`config.mk`:
```
export PLATFORM = sky130hd
export DESIGN_NAME = fan_two_speed_control_regs
export DESIGN_NICKNAME = d
export VERILOG_FILES = /design/src/verilog/fan_ctl_pkg.sv /design/src/verilog/fan_two_speed_control_regs.sv /design/src/verilog/seg_select.sv /design/src/verilog/speed_count_calc.sv
export VERILOG_INCLUDE_DIRS = /design/src /design/src/verilog
export SDC_FILE = /design/constraint.sdc
export NUM_CORES = 1
export LEC_CHECK = 0
export BUFFER_PORTS_ARGS = -buffer_cell sky130_fd_sc_hd__buf_2
export CAP_MARGIN = 5
export CORE_MARGIN = 2
export CORE_UTILIZATION = 40
export CTS_BUF_LIST = sky130_fd_sc_hd__clkbuf_4 sky130_fd_sc_hd__clkbuf_8
export DETAILED_ROUTE_END_ITERATION = 8
export GPL_TIMING_DRIVEN = 0
export PLACE_DENSITY = 0.64
export SETUP_SLACK_MARGIN = 0.3
export SLEW_MARGIN = 20
export SYNTH_ARGS = -nofsm -noshare
export SYNTH_HDL_FRONTEND = slang
export SYNTH_HIERARCHICAL = 1
export SYNTH_SLANG_ARGS = --single-unit
```
`constraint.sdc`:
```
create_clock -name CLOCK -period 9.3 [get_ports CLOCK]
set_input_delay 0.465 -clock CLOCK [delete_from_list [all_inputs] [get_ports CLOCK]]
set_output_delay 0.465 -clock CLOCK [all_outputs]
set_load 0.03 [all_outputs]
```
`src/verilog/fan_ctl_cfg.svh`:
```
// Purpose: Offsets, field positions, reset values for fan channel two
// Assumes: Register index times four is the Wishbone byte address
// Notes: Included by the register block, speed_count_calc and the bench
// Contract
// - Reading measured high byte latches low byte
// - Speed mode auto control rewrites target count
// - Speed auto mode: low target byte read-only
// - Duty mode: high reserved, low is duty
// - Duty auto mode: hardware updates duty byte
// - Reading full-speed high byte latches low byte
// - Upper boundary with hysteresis picks segment one/two
// - Lower boundary with hysteresis picks segment two/three
// - Boundaries are signed two's complement degrees
// - Negative disabled forces boundary bit seven zero
// - Mode field selects relative speed or duty
`ifndef FAN_CTL_CFG_SVH
`define FAN_CTL_CFG_SVH
// Register indices
`define IDX_MODE_CFG 8'h96
`define IDX_MEAS_HI 8'hB0
`define IDX_MEAS_LO 8'hB1
`define IDX_TGT_HI 8'hB2
`define IDX_TGT_LO 8'hB3
`define IDX_FULL_HI 8'hB4
`define IDX_FULL_LO 8'hB5
`define IDX_BOUND_UP 8'hB6
`define IDX_BOUND_LO 8'hB7
`define IDX_HYST 8'hB8
`define IDX_SEG_ONE 8'hBA
`define IDX_SEG_TWO 8'hBB
`define IDX_SEG_THREE 8'hBE
// Mode register fields
`define CFG_NEG_BIT 0
`define CFG_DUTY_BIT 2
`define CFG_MANUAL_BIT 3
// Reset values
`define RST_MEAS 16'h0FFF
`define RST_MEAS_SHADOW 8'hFF
`define RST_TGT_HI 8'h00
`define RST_TGT_LO 8'h01
`define RST_FULL_HI 8'h03
`define RST_FULL_LO 8'hFF
`define RST_BOUND_UP 8'h3C
`define RST_BOUND_LO 8'h1E
`define RST_SEG_ONE 8'hFF
`define RST_SEG_TWO 8'hD9
`define RST_SEG_THREE 8'h80
`define RST_HYST 4'h4
// Relative speed scale: count = full * (32 + seg) / 32
`define SPEED_SCALE_SHIFT 5
`define SPEED_SCALE_BASE 9'h020
`endif

```
`src/verilog/fan_ctl_pkg.sv`:
```
// Purpose: Types shared by the fan channel two register block
// Assumes: Constants come from fan_ctl_cfg.svh
// Notes: Types only
package fan_ctl_pkg;
	// Active speed segment, one-hot
	typedef enum logic [2:0]
	{
		SEG_ONE = 3'b001,
		SEG_TWO = 3'b010,
		SEG_THREE = 3'b100
	} seg_t;
	// Software mode settings travel together
	typedef struct packed
	{
		logic neg_en;
		logic manual;
		logic duty;
	} mode_cfg_t;
	// Whole state of the register block
	typedef struct packed
	{
		logic ack;
		logic [7:0] rdata;
		logic [15:0] meas;
		logic [7:0] meas_shadow;
		logic [7:0] tgt_hi;
		logic [7:0] tgt_lo;
		logic [7:0] full_hi;
		logic [7:0] full_lo;
		logic [7:0] full_shadow;
		logic [7:0] bound_up;
		logic [7:0] bound_lo;
		logic [3:0] hyst;
		logic [7:0] seg_one;
		logic [7:0] seg_two;
		logic [7:0] seg_three;
		mode_cfg_t cfg;
		seg_t seg;
	} ctl_state_t;
endpackage

```
`src/verilog/fan_two_speed_control_regs.sv`:
```
// Purpose: Register set and automatic control of fan channel two
// Assumes: Classic Wishbone slave, inputs synchronous to CLOCK
// Notes: Byte address is register index times four, data in bits 7:0
//
// The Wishbone register port is this design's own decision.
`timescale 1ns/10ps
`include "fan_ctl_cfg.svh"
module fan_two_speed_control_regs
#(
	parameter int ADDR_W = 10 // Byte address width
)
(
	input wire logic CLOCK, // 200 MHz system clock
	input wire logic RST, // Asynchronous reset, active high
	input wire logic CYC_I, // Wishbone cycle
	input wire logic STB_I, // Wishbone strobe
	input wire logic WE_I, // Wishbone write enable
	input wire logic [ADDR_W-1:0] ADR_I, // Wishbone byte address
	input wire logic [3:0] SEL_I, // Wishbone byte selects
	input wire logic [31:0] DAT_I, // Wishbone write data
	output logic [31:0] DAT_O, // Wishbone read data
	output logic ACK_O, // Wishbone acknowledge
	input wire logic [15:0] FAN_COUNT, // Measured tach count
	input wire logic [7:0] TEMP, // Selected temperature sample
	input wire logic TEMP_VALID, // One-cycle new sample strobe
	output logic [15:0] TARGET_OUT, // Target count or duty pair
	output logic DUTY_MODE, // High when target low byte is duty
	output logic AUTO_MODE // High when hardware drives target
);
	fan_ctl_pkg::ctl_state_t st_reg; // All registered state
	fan_ctl_pkg::ctl_state_t st_next; // Next value of the state
	fan_ctl_pkg::seg_t seg_new; // Segment chosen by this sample
	logic take; // Bus request accepted this cycle
	logic rd; // Accepted read
	logic wr; // Accepted write with lane 0 selected
	logic [7:0] idx; // Register index from byte address
	logic [7:0] wbyte; // Write data byte
	logic [7:0] sel_val; // Setting of the newly chosen segment
	logic [15:0] calc_count; // Expected count in speed mode
	logic auto_on; // Hardware owns the target bytes
	logic hw_load; // Hardware loads target this cycle

	// Segment comparison with hysteresis
	seg_select u_seg
	(
		.temp(TEMP),
		.bound_up(st_reg.bound_up),
		.bound_lo(st_reg.bound_lo),
		.hyst(st_reg.hyst),
		.cur(st_reg.seg),
		.nxt(seg_new)
	);

	// Relative speed to count conversion
	speed_count_calc u_calc
	(
		.full_count({st_reg.full_hi, st_reg.full_lo}),
		.seg_val(sel_val),
		.expect_count(calc_count)
	);

	// Request decode; one ack per request, dropped the next cycle
	always_comb
	begin
		take = CYC_I & STB_I & ~st_reg.ack;
		rd = take & ~WE_I;
		wr = take & WE_I & SEL_I[0];
		idx = ADR_I[9:2];
		wbyte = DAT_I[7:0];
		auto_on = ~st_reg.cfg.manual;
		hw_load = TEMP_VALID & auto_on;
	end

	// Value of the segment that the new sample selects
	always_comb
	begin
		case (seg_new)
			fan_ctl_pkg::SEG_ONE:
				sel_val = st_reg.seg_one;
			fan_ctl_pkg::SEG_TWO:
				sel_val = st_reg.seg_two;
			fan_ctl_pkg::SEG_THREE:
				sel_val = st_reg.seg_three;
			default:
				sel_val = st_reg.seg_three;
		endcase
	end

	// Next state: bus reads and writes, then hardware updates
	always_comb
	begin
		st_next = st_reg;
		st_next.ack = take;
		// Tach count is sampled every cycle; the shadow is not
		st_next.meas = FAN_COUNT;
		if (take)
		begin
			// Read mux; unmapped indices read zero
			case (idx)
				`IDX_MODE_CFG:
					st_next.rdata = {4'h0, st_reg.cfg.manual,
						st_reg.cfg.duty, 1'b0, st_reg.cfg.neg_en};
				`IDX_MEAS_HI:
					st_next.rdata = st_reg.meas[15:8];
				`IDX_MEAS_LO:
					// Low byte as frozen by the last high-byte read
					st_next.rdata = st_reg.meas_shadow;
				`IDX_TGT_HI:
					// High byte is reserved in duty mode
					st_next.rdata = st_reg.cfg.duty ? 8'h00
						: st_reg.tgt_hi;
				`IDX_TGT_LO:
					st_next.rdata = st_reg.tgt_lo;
				`IDX_FULL_HI:
					st_next.rdata = st_reg.full_hi;
				`IDX_FULL_LO:
					st_next.rdata = st_reg.full_shadow;
				`IDX_BOUND_UP:
					st_next.rdata = st_reg.bound_up;
				`IDX_BOUND_LO:
					st_next.rdata = st_reg.bound_lo;
				`IDX_HYST:
					st_next.rdata = {4'h0, st_reg.hyst};
				`IDX_SEG_ONE:
					st_next.rdata = st_reg.seg_one;
				`IDX_SEG_TWO:
					st_next.rdata = st_reg.seg_two;
				`IDX_SEG_THREE:
					st_next.rdata = st_reg.seg_three;
				default:
					st_next.rdata = 8'h00;
			endcase
		end
		// Read side effects: freeze low bytes against updates
		if (rd && idx == `IDX_MEAS_HI)
			st_next.meas_shadow = st_reg.meas[7:0];
		if (rd && idx == `IDX_FULL_HI)
			st_next.full_shadow = st_reg.full_lo;
		// Register writes; read-only indices ignore writes
		if (wr)
		begin
			case (idx)
				`IDX_MODE_CFG:
				begin
					st_next.cfg.neg_en = wbyte[`CFG_NEG_BIT];
					st_next.cfg.duty = wbyte[`CFG_DUTY_BIT];
					st_next.cfg.manual = wbyte[`CFG_MANUAL_BIT];
				end
				`IDX_TGT_HI:
					// Reserved while in duty mode
					if (!st_reg.cfg.duty)
						st_next.tgt_hi = wbyte;
				`IDX_TGT_LO:
					// Locked to software in speed-count auto mode
					if (st_reg.cfg.duty || st_reg.cfg.manual)
						st_next.tgt_lo = wbyte;
				`IDX_FULL_HI:
					st_next.full_hi = wbyte;
				`IDX_FULL_LO:
				begin
					// Shadow follows so a lone low read is coherent
					st_next.full_lo = wbyte;
					st_next.full_shadow = wbyte;
				end
				`IDX_BOUND_UP:
					st_next.bound_up = wbyte;
				`IDX_BOUND_LO:
					st_next.bound_lo = wbyte;
				`IDX_HYST:
					st_next.hyst = wbyte[3:0];
				`IDX_SEG_ONE:
					st_next.seg_one = wbyte;
				`IDX_SEG_TWO:
					st_next.seg_two = wbyte;
				`IDX_SEG_THREE:
					st_next.seg_three = wbyte;
				default:
					st_next.rdata = st_next.rdata;
			endcase
		end
		// Positive-only boundaries unless negatives are enabled
		if (!st_next.cfg.neg_en)
		begin
			st_next.bound_up[7] = 1'b0;
			st_next.bound_lo[7] = 1'b0;
		end
		// Each new sample re-runs the segment choice
		if (TEMP_VALID)
			st_next.seg = seg_new;
		// Hardware load wins over a same-cycle software write
		if (hw_load)
		begin
			if (st_reg.cfg.duty)
				// Segment byte taken directly as PWM duty
				st_next.tgt_lo = sel_val;
			else
			begin
				// Segment byte taken as relative speed
				st_next.tgt_hi = calc_count[15:8];
				st_next.tgt_lo = calc_count[7:0];
			end
		end
	end

	// State register; constants only under reset
	always_ff @(posedge CLOCK or posedge RST)
	begin
		if (RST)
		begin
			st_reg.ack <= 1'b0;
			st_reg.rdata <= 8'h00;
			st_reg.meas <= `RST_MEAS;
			st_reg.meas_shadow <= `RST_MEAS_SHADOW;
			st_reg.tgt_hi <= `RST_TGT_HI;
			st_reg.tgt_lo <= `RST_TGT_LO;
			st_reg.full_hi <= `RST_FULL_HI;
			st_reg.full_lo <= `RST_FULL_LO;
			st_reg.full_shadow <= `RST_FULL_LO;
			st_reg.bound_up <= `RST_BOUND_UP;
			st_reg.bound_lo <= `RST_BOUND_LO;
			st_reg.hyst <= `RST_HYST;
			st_reg.seg_one <= `RST_SEG_ONE;
			st_reg.seg_two <= `RST_SEG_TWO;
			st_reg.seg_three <= `RST_SEG_THREE;
			st_reg.cfg <= '0;
			st_reg.seg <= fan_ctl_pkg::SEG_THREE;
		end
		else
			st_reg <= st_next;
	end

	// Outputs straight from flops
	always_comb
	begin
		DAT_O = {24'h000000, st_reg.rdata};
		ACK_O = st_reg.ack;
		TARGET_OUT = {st_reg.tgt_hi, st_reg.tgt_lo};
		DUTY_MODE = st_reg.cfg.duty;
		AUTO_MODE = ~st_reg.cfg.manual;
	end
endmodule

```
`src/verilog/seg_select.sv`:
```
// Purpose: Choose the speed segment from temperature and boundaries
// Assumes: All bytes are signed degrees, hysteresis is unsigned
// Notes: Purely combinational; caller registers the result
`timescale 1ns/10ps
module seg_select
(
	input wire logic [7:0] temp, // Sampled temperature
	input wire logic [7:0] bound_up, // Upper boundary
	input wire logic [7:0] bound_lo, // Lower boundary
	input wire logic [3:0] hyst, // Hysteresis in degrees
	input wire fan_ctl_pkg::seg_t cur, // Present segment
	output fan_ctl_pkg::seg_t nxt // Segment after this sample
);
	logic signed [8:0] t9; // Sign-extended temperature
	logic signed [8:0] up9; // Sign-extended upper boundary
	logic signed [8:0] lo9; // Sign-extended lower boundary
	logic signed [8:0] up_rel; // Upper boundary minus hysteresis
	logic signed [8:0] lo_rel; // Lower boundary minus hysteresis
	// Nine bits keep boundary minus hysteresis from wrapping
	always_comb
	begin
		t9 = $signed({temp[7], temp});
		up9 = $signed({bound_up[7], bound_up});
		lo9 = $signed({bound_lo[7], bound_lo});
		up_rel = up9 - $signed({5'h00, hyst});
		lo_rel = lo9 - $signed({5'h00, hyst});
		case (cur)
			fan_ctl_pkg::SEG_ONE:
				// Leave only once below upper boundary minus hysteresis
				if (t9 < up_rel)
					nxt = (t9 < lo_rel) ? fan_ctl_pkg::SEG_THREE
						: fan_ctl_pkg::SEG_TWO;
				else
					nxt = fan_ctl_pkg::SEG_ONE;
			fan_ctl_pkg::SEG_TWO:
				if (t9 > up9)
					nxt = fan_ctl_pkg::SEG_ONE;
				else if (t9 < lo_rel)
					nxt = fan_ctl_pkg::SEG_THREE;
				else
					nxt = fan_ctl_pkg::SEG_TWO;
			fan_ctl_pkg::SEG_THREE:
				if (t9 > up9)
					nxt = fan_ctl_pkg::SEG_ONE;
				else if (t9 > lo9)
					nxt = fan_ctl_pkg::SEG_TWO;
				else
					nxt = fan_ctl_pkg::SEG_THREE;
			default:
				nxt = fan_ctl_pkg::SEG_THREE;
		endcase
	end
endmodule

```
`src/verilog/speed_count_calc.sv`:
```
// Purpose: Expected tach count from full-speed count and segment
// Assumes: Segment byte is (100-X)*32/X for X percent speed
// Notes: Saturates; a slower fan means a larger count
`timescale 1ns/10ps
`include "fan_ctl_cfg.svh"
module speed_count_calc
(
	input wire logic [15:0] full_count, // Count at full speed
	input wire logic [7:0] seg_val, // Relative speed setting
	output logic [15:0] expect_count // Expected tach count
);
	logic [8:0] factor; // 32 plus segment value
	logic [24:0] product; // Full product before scaling
	logic [19:0] scaled; // Product divided by 32
	// Zero setting gives exactly the full-speed count
	always_comb
	begin
		factor = `SPEED_SCALE_BASE + {1'b0, seg_val};
		product = full_count * factor;
		scaled = product[24:`SPEED_SCALE_SHIFT];
		expect_count = (scaled[19:16] != 4'h0) ? 16'hFFFF : scaled[15:0];
	end
endmodule
```
==> impl_metrics.toml <==
[worst_setup_path]
critPathLaunchType = "register"
worstPathRequired_ns = 9.64
worst_ep_arrival_time_ns = 9.18
crit_fanout = 10
cpPeakStageDelay_ns = 0.54
crit_path_end_kind = "register"
cp_slowest_cell = "fa_1"
crit_type = "reg2reg"
path_buf_inv = 9
crit_family = "adder cells"
cp_common_cell = "fa_1"

[synth]
yosys-top-cells-count = "inv_1 (164), nand2_1 (143), fa_1 (101)"
synth_top_area_share_pct = 15.8
yosys.cell_count.top_type = "inv_1"
synth_cell_types = 103
syn_area_mm2 = 0.0128
yosys.area.top_type = "fa_1"
ys_ff_latch = 123
ys_warn_count = 6
synthArstFlopShare_pct = 100
ys.flop_type = "dfstp_2"
syn_inst = 1341
synth.area.top_cells = "fa_1 (16%), dfstp_2 (13%), dfrtp_1 (12%), ha_1 (8.0%), mux2_2 (5.9%)"
synth-seq-area-share_pct = 24.6
synth.avg_cell_area_um2 = 9.56
synth-edff-count = 0

[floorplanning]
dieArea_mm2 = 0.0335
coreArea_mm2 = 0.0316
rows = 65
design.portCount = 127
die_w_um = 183
die_h_um = 183
start_util_pct = 40.6

[sta]
min_period_ns = 8.84
finalHoldViolations = 0
worst_slew_pin_slew_ns = 0.831
finalSetupViolations = 0
clock.fmax_mhz = 113
rsz0062_at_grt = "yes"
fin_skew_ns = 0.00683
final.setup.worst_slack_ns = 0.464
relSlewSlack_pct = 44.6
finalSetupTns_ns = 0
fin_crit_sh_pct = 95.0
maxSlewViolCount = 0

[clock_network]
clkLatencyLatePin_ns = 0.46
cts-htree-levels = 4
cts_made_buffers = 17
cts_tree = "built"
hold_buffers = 0
cts.path.max_buffers = 2
clkTransAtPathRegs_ns = 0.07
root_buffer = "clkbuf_8"
cts_sinks = 123

[final_layout]
drive_gt1_share_pct = 33.3
area_growth_pct = 18.5
multiInputGateArea_mm2 = 0.00889
largest_reg_flops = 97
final_nets = 1755
fillers = 2984
final_util_pct = 48.1
layout.area.seq_mm2 = 0.00316
stdcell_area_mm2 = 0.0152

[global_route]
track_usage_pct = 23.3
grt_pass1_vias = 10800
grt_pass1_wl_um = 60300
grt_overflow = 0
antenna_found_initial = 0
grt_max_degree = 74

[drt]
initialDrtViolationCount = 799
drc_errors = 0
wire_per_inst_um = 20.1
dr.pass1.iters = 5
wirelength_um = 38400
via_per_inst = 5.53
final_antenna_net_count = 0
vias = 10600

[placed_design]
portBuffers = 67
gp_congestion = 0.944
dpl_cell_area_mm2 = 0.0138
dpl.hpwl_um = 28900
dpl_worst_slack_ns = -1.36

[power_and_ir_drop]
power.leakage_nw = 7.12
peakVddDrop_v = 0.000128
power.density_mw_per_mm2 = 130
power_w = 0.00198

[run]
max_cap_viol_count = 0

[min_path]
hp-class = "in2async"

[status]
outcome = "complete, no violations"
==> power by group <==
group	internal (W)	switching [W]	total, W	leakage [nW]
Sequential	0.000557	0.0000201	0.000577	1.46
Clock	0.000277	0.000233	0.000510	0.211
Combinational	0.000370	0.000523	0.000893	5.44
==> worst register-to-register path, delay by kind of cell (launching register included) <==
family	cells	cell delay, ns
AND/OR/NAND/NOR	9	1.15
adder cells (fa/ha/maj)	9	3.19
flip-flops	1	0.46
XOR/XNOR	1	0.30
buffers and inverters	9	1.09
AO/OA/AOI/OAI	13	2.53
==> layout make-up <==
cell class / instances / area share (%)
diodes: 1 / 0.0165
flip-flops and latches: 123 / 20.8
clock inverters: 13 / 1.10
multi-input cells: 965 / 58.6
inverters: 166 / 4.16
plain buffers: 110 / 5.51
clock buffers: 19 / 1.68
well taps: 402 / 3.31
repair buffers: 113 / 4.83
==> cell usage in the layout, fill, tap and decap left out, drive strengths merged, types with 43 or more instances in the layout <==
cell type	instances
nand2	147
mux2	67
inv	166
clkbuf	45
and2	80
nor2	47
buf	197
a21oi	43
dfstp	63
o21ai	50
fa	101
ha	82
dfrtp	60
==> cell families (layout without fill, tap and decap cells) <==
group,Yosys count,after routing,share of synthesized area (%)
compound gates,231,231,13.3
buf+inv,276,421,10.5
simple gates,399,399,17.0
other cells,1,25,0.0293
flops,123,123,24.6
xor+xnor,28,28,1.91
fa+ha+maj,183,183,23.8
mux,100,100,8.76
==> final timing paths <==
kind	startpoint	end	slack, ns	depth (start not counted)
worst max-delay path	st_reg[30]$_DFFE_PP0P_	TARGET_OUT[7]$_DFFE_PP0P_	0.46	41
worst min-delay path	RST	ACK_O$_DFF_PP0_	0.03	2
worst min register to register	st_reg[60]$_DFFE_PP1P_	st_reg[60]$_DFFE_PP1P_	0.47	2
max in group asynchronous	RST	TARGET_OUT[0]$_DFFE_PP1P_	8.50	3
min in group CLOCK	FAN_COUNT[11]	st_reg[109]$_DFF_PP1_	0.10	1
worst max register to register	st_reg[30]$_DFFE_PP0P_	TARGET_OUT[7]$_DFFE_PP0P_	0.46	41
==> per-stage QoR <==
stage	std cells	hold slack, ns
floorplan	1364	0.445
global placement	1833	0.455
detailed placement	1834	0.459
CTS	1893	0.0514
global route	1911	0.0568
finish	1912	0.0278
==> layer usage <==
metal	routed length [µm]	global-route usage (%)	up-vias
met2	17500	36.7	420
li1	-	-	4801
met4	1040	7.39	0
met3	2930	4.98	65
met1	16900	32.2	5293
met5	0	0	-
==> repair_timing <==
| item | in CTS | in global routing |
|---|---|---|
| gates cloned | 1 | 1 |
| setup endpoints to repair | 16 | 16 |
| gates resized for setup | 69 | 91 |
| pin swaps | 23 | 47 |
| buffers inserted | 26 | 17 |
(Power assumes the default switching activity.)
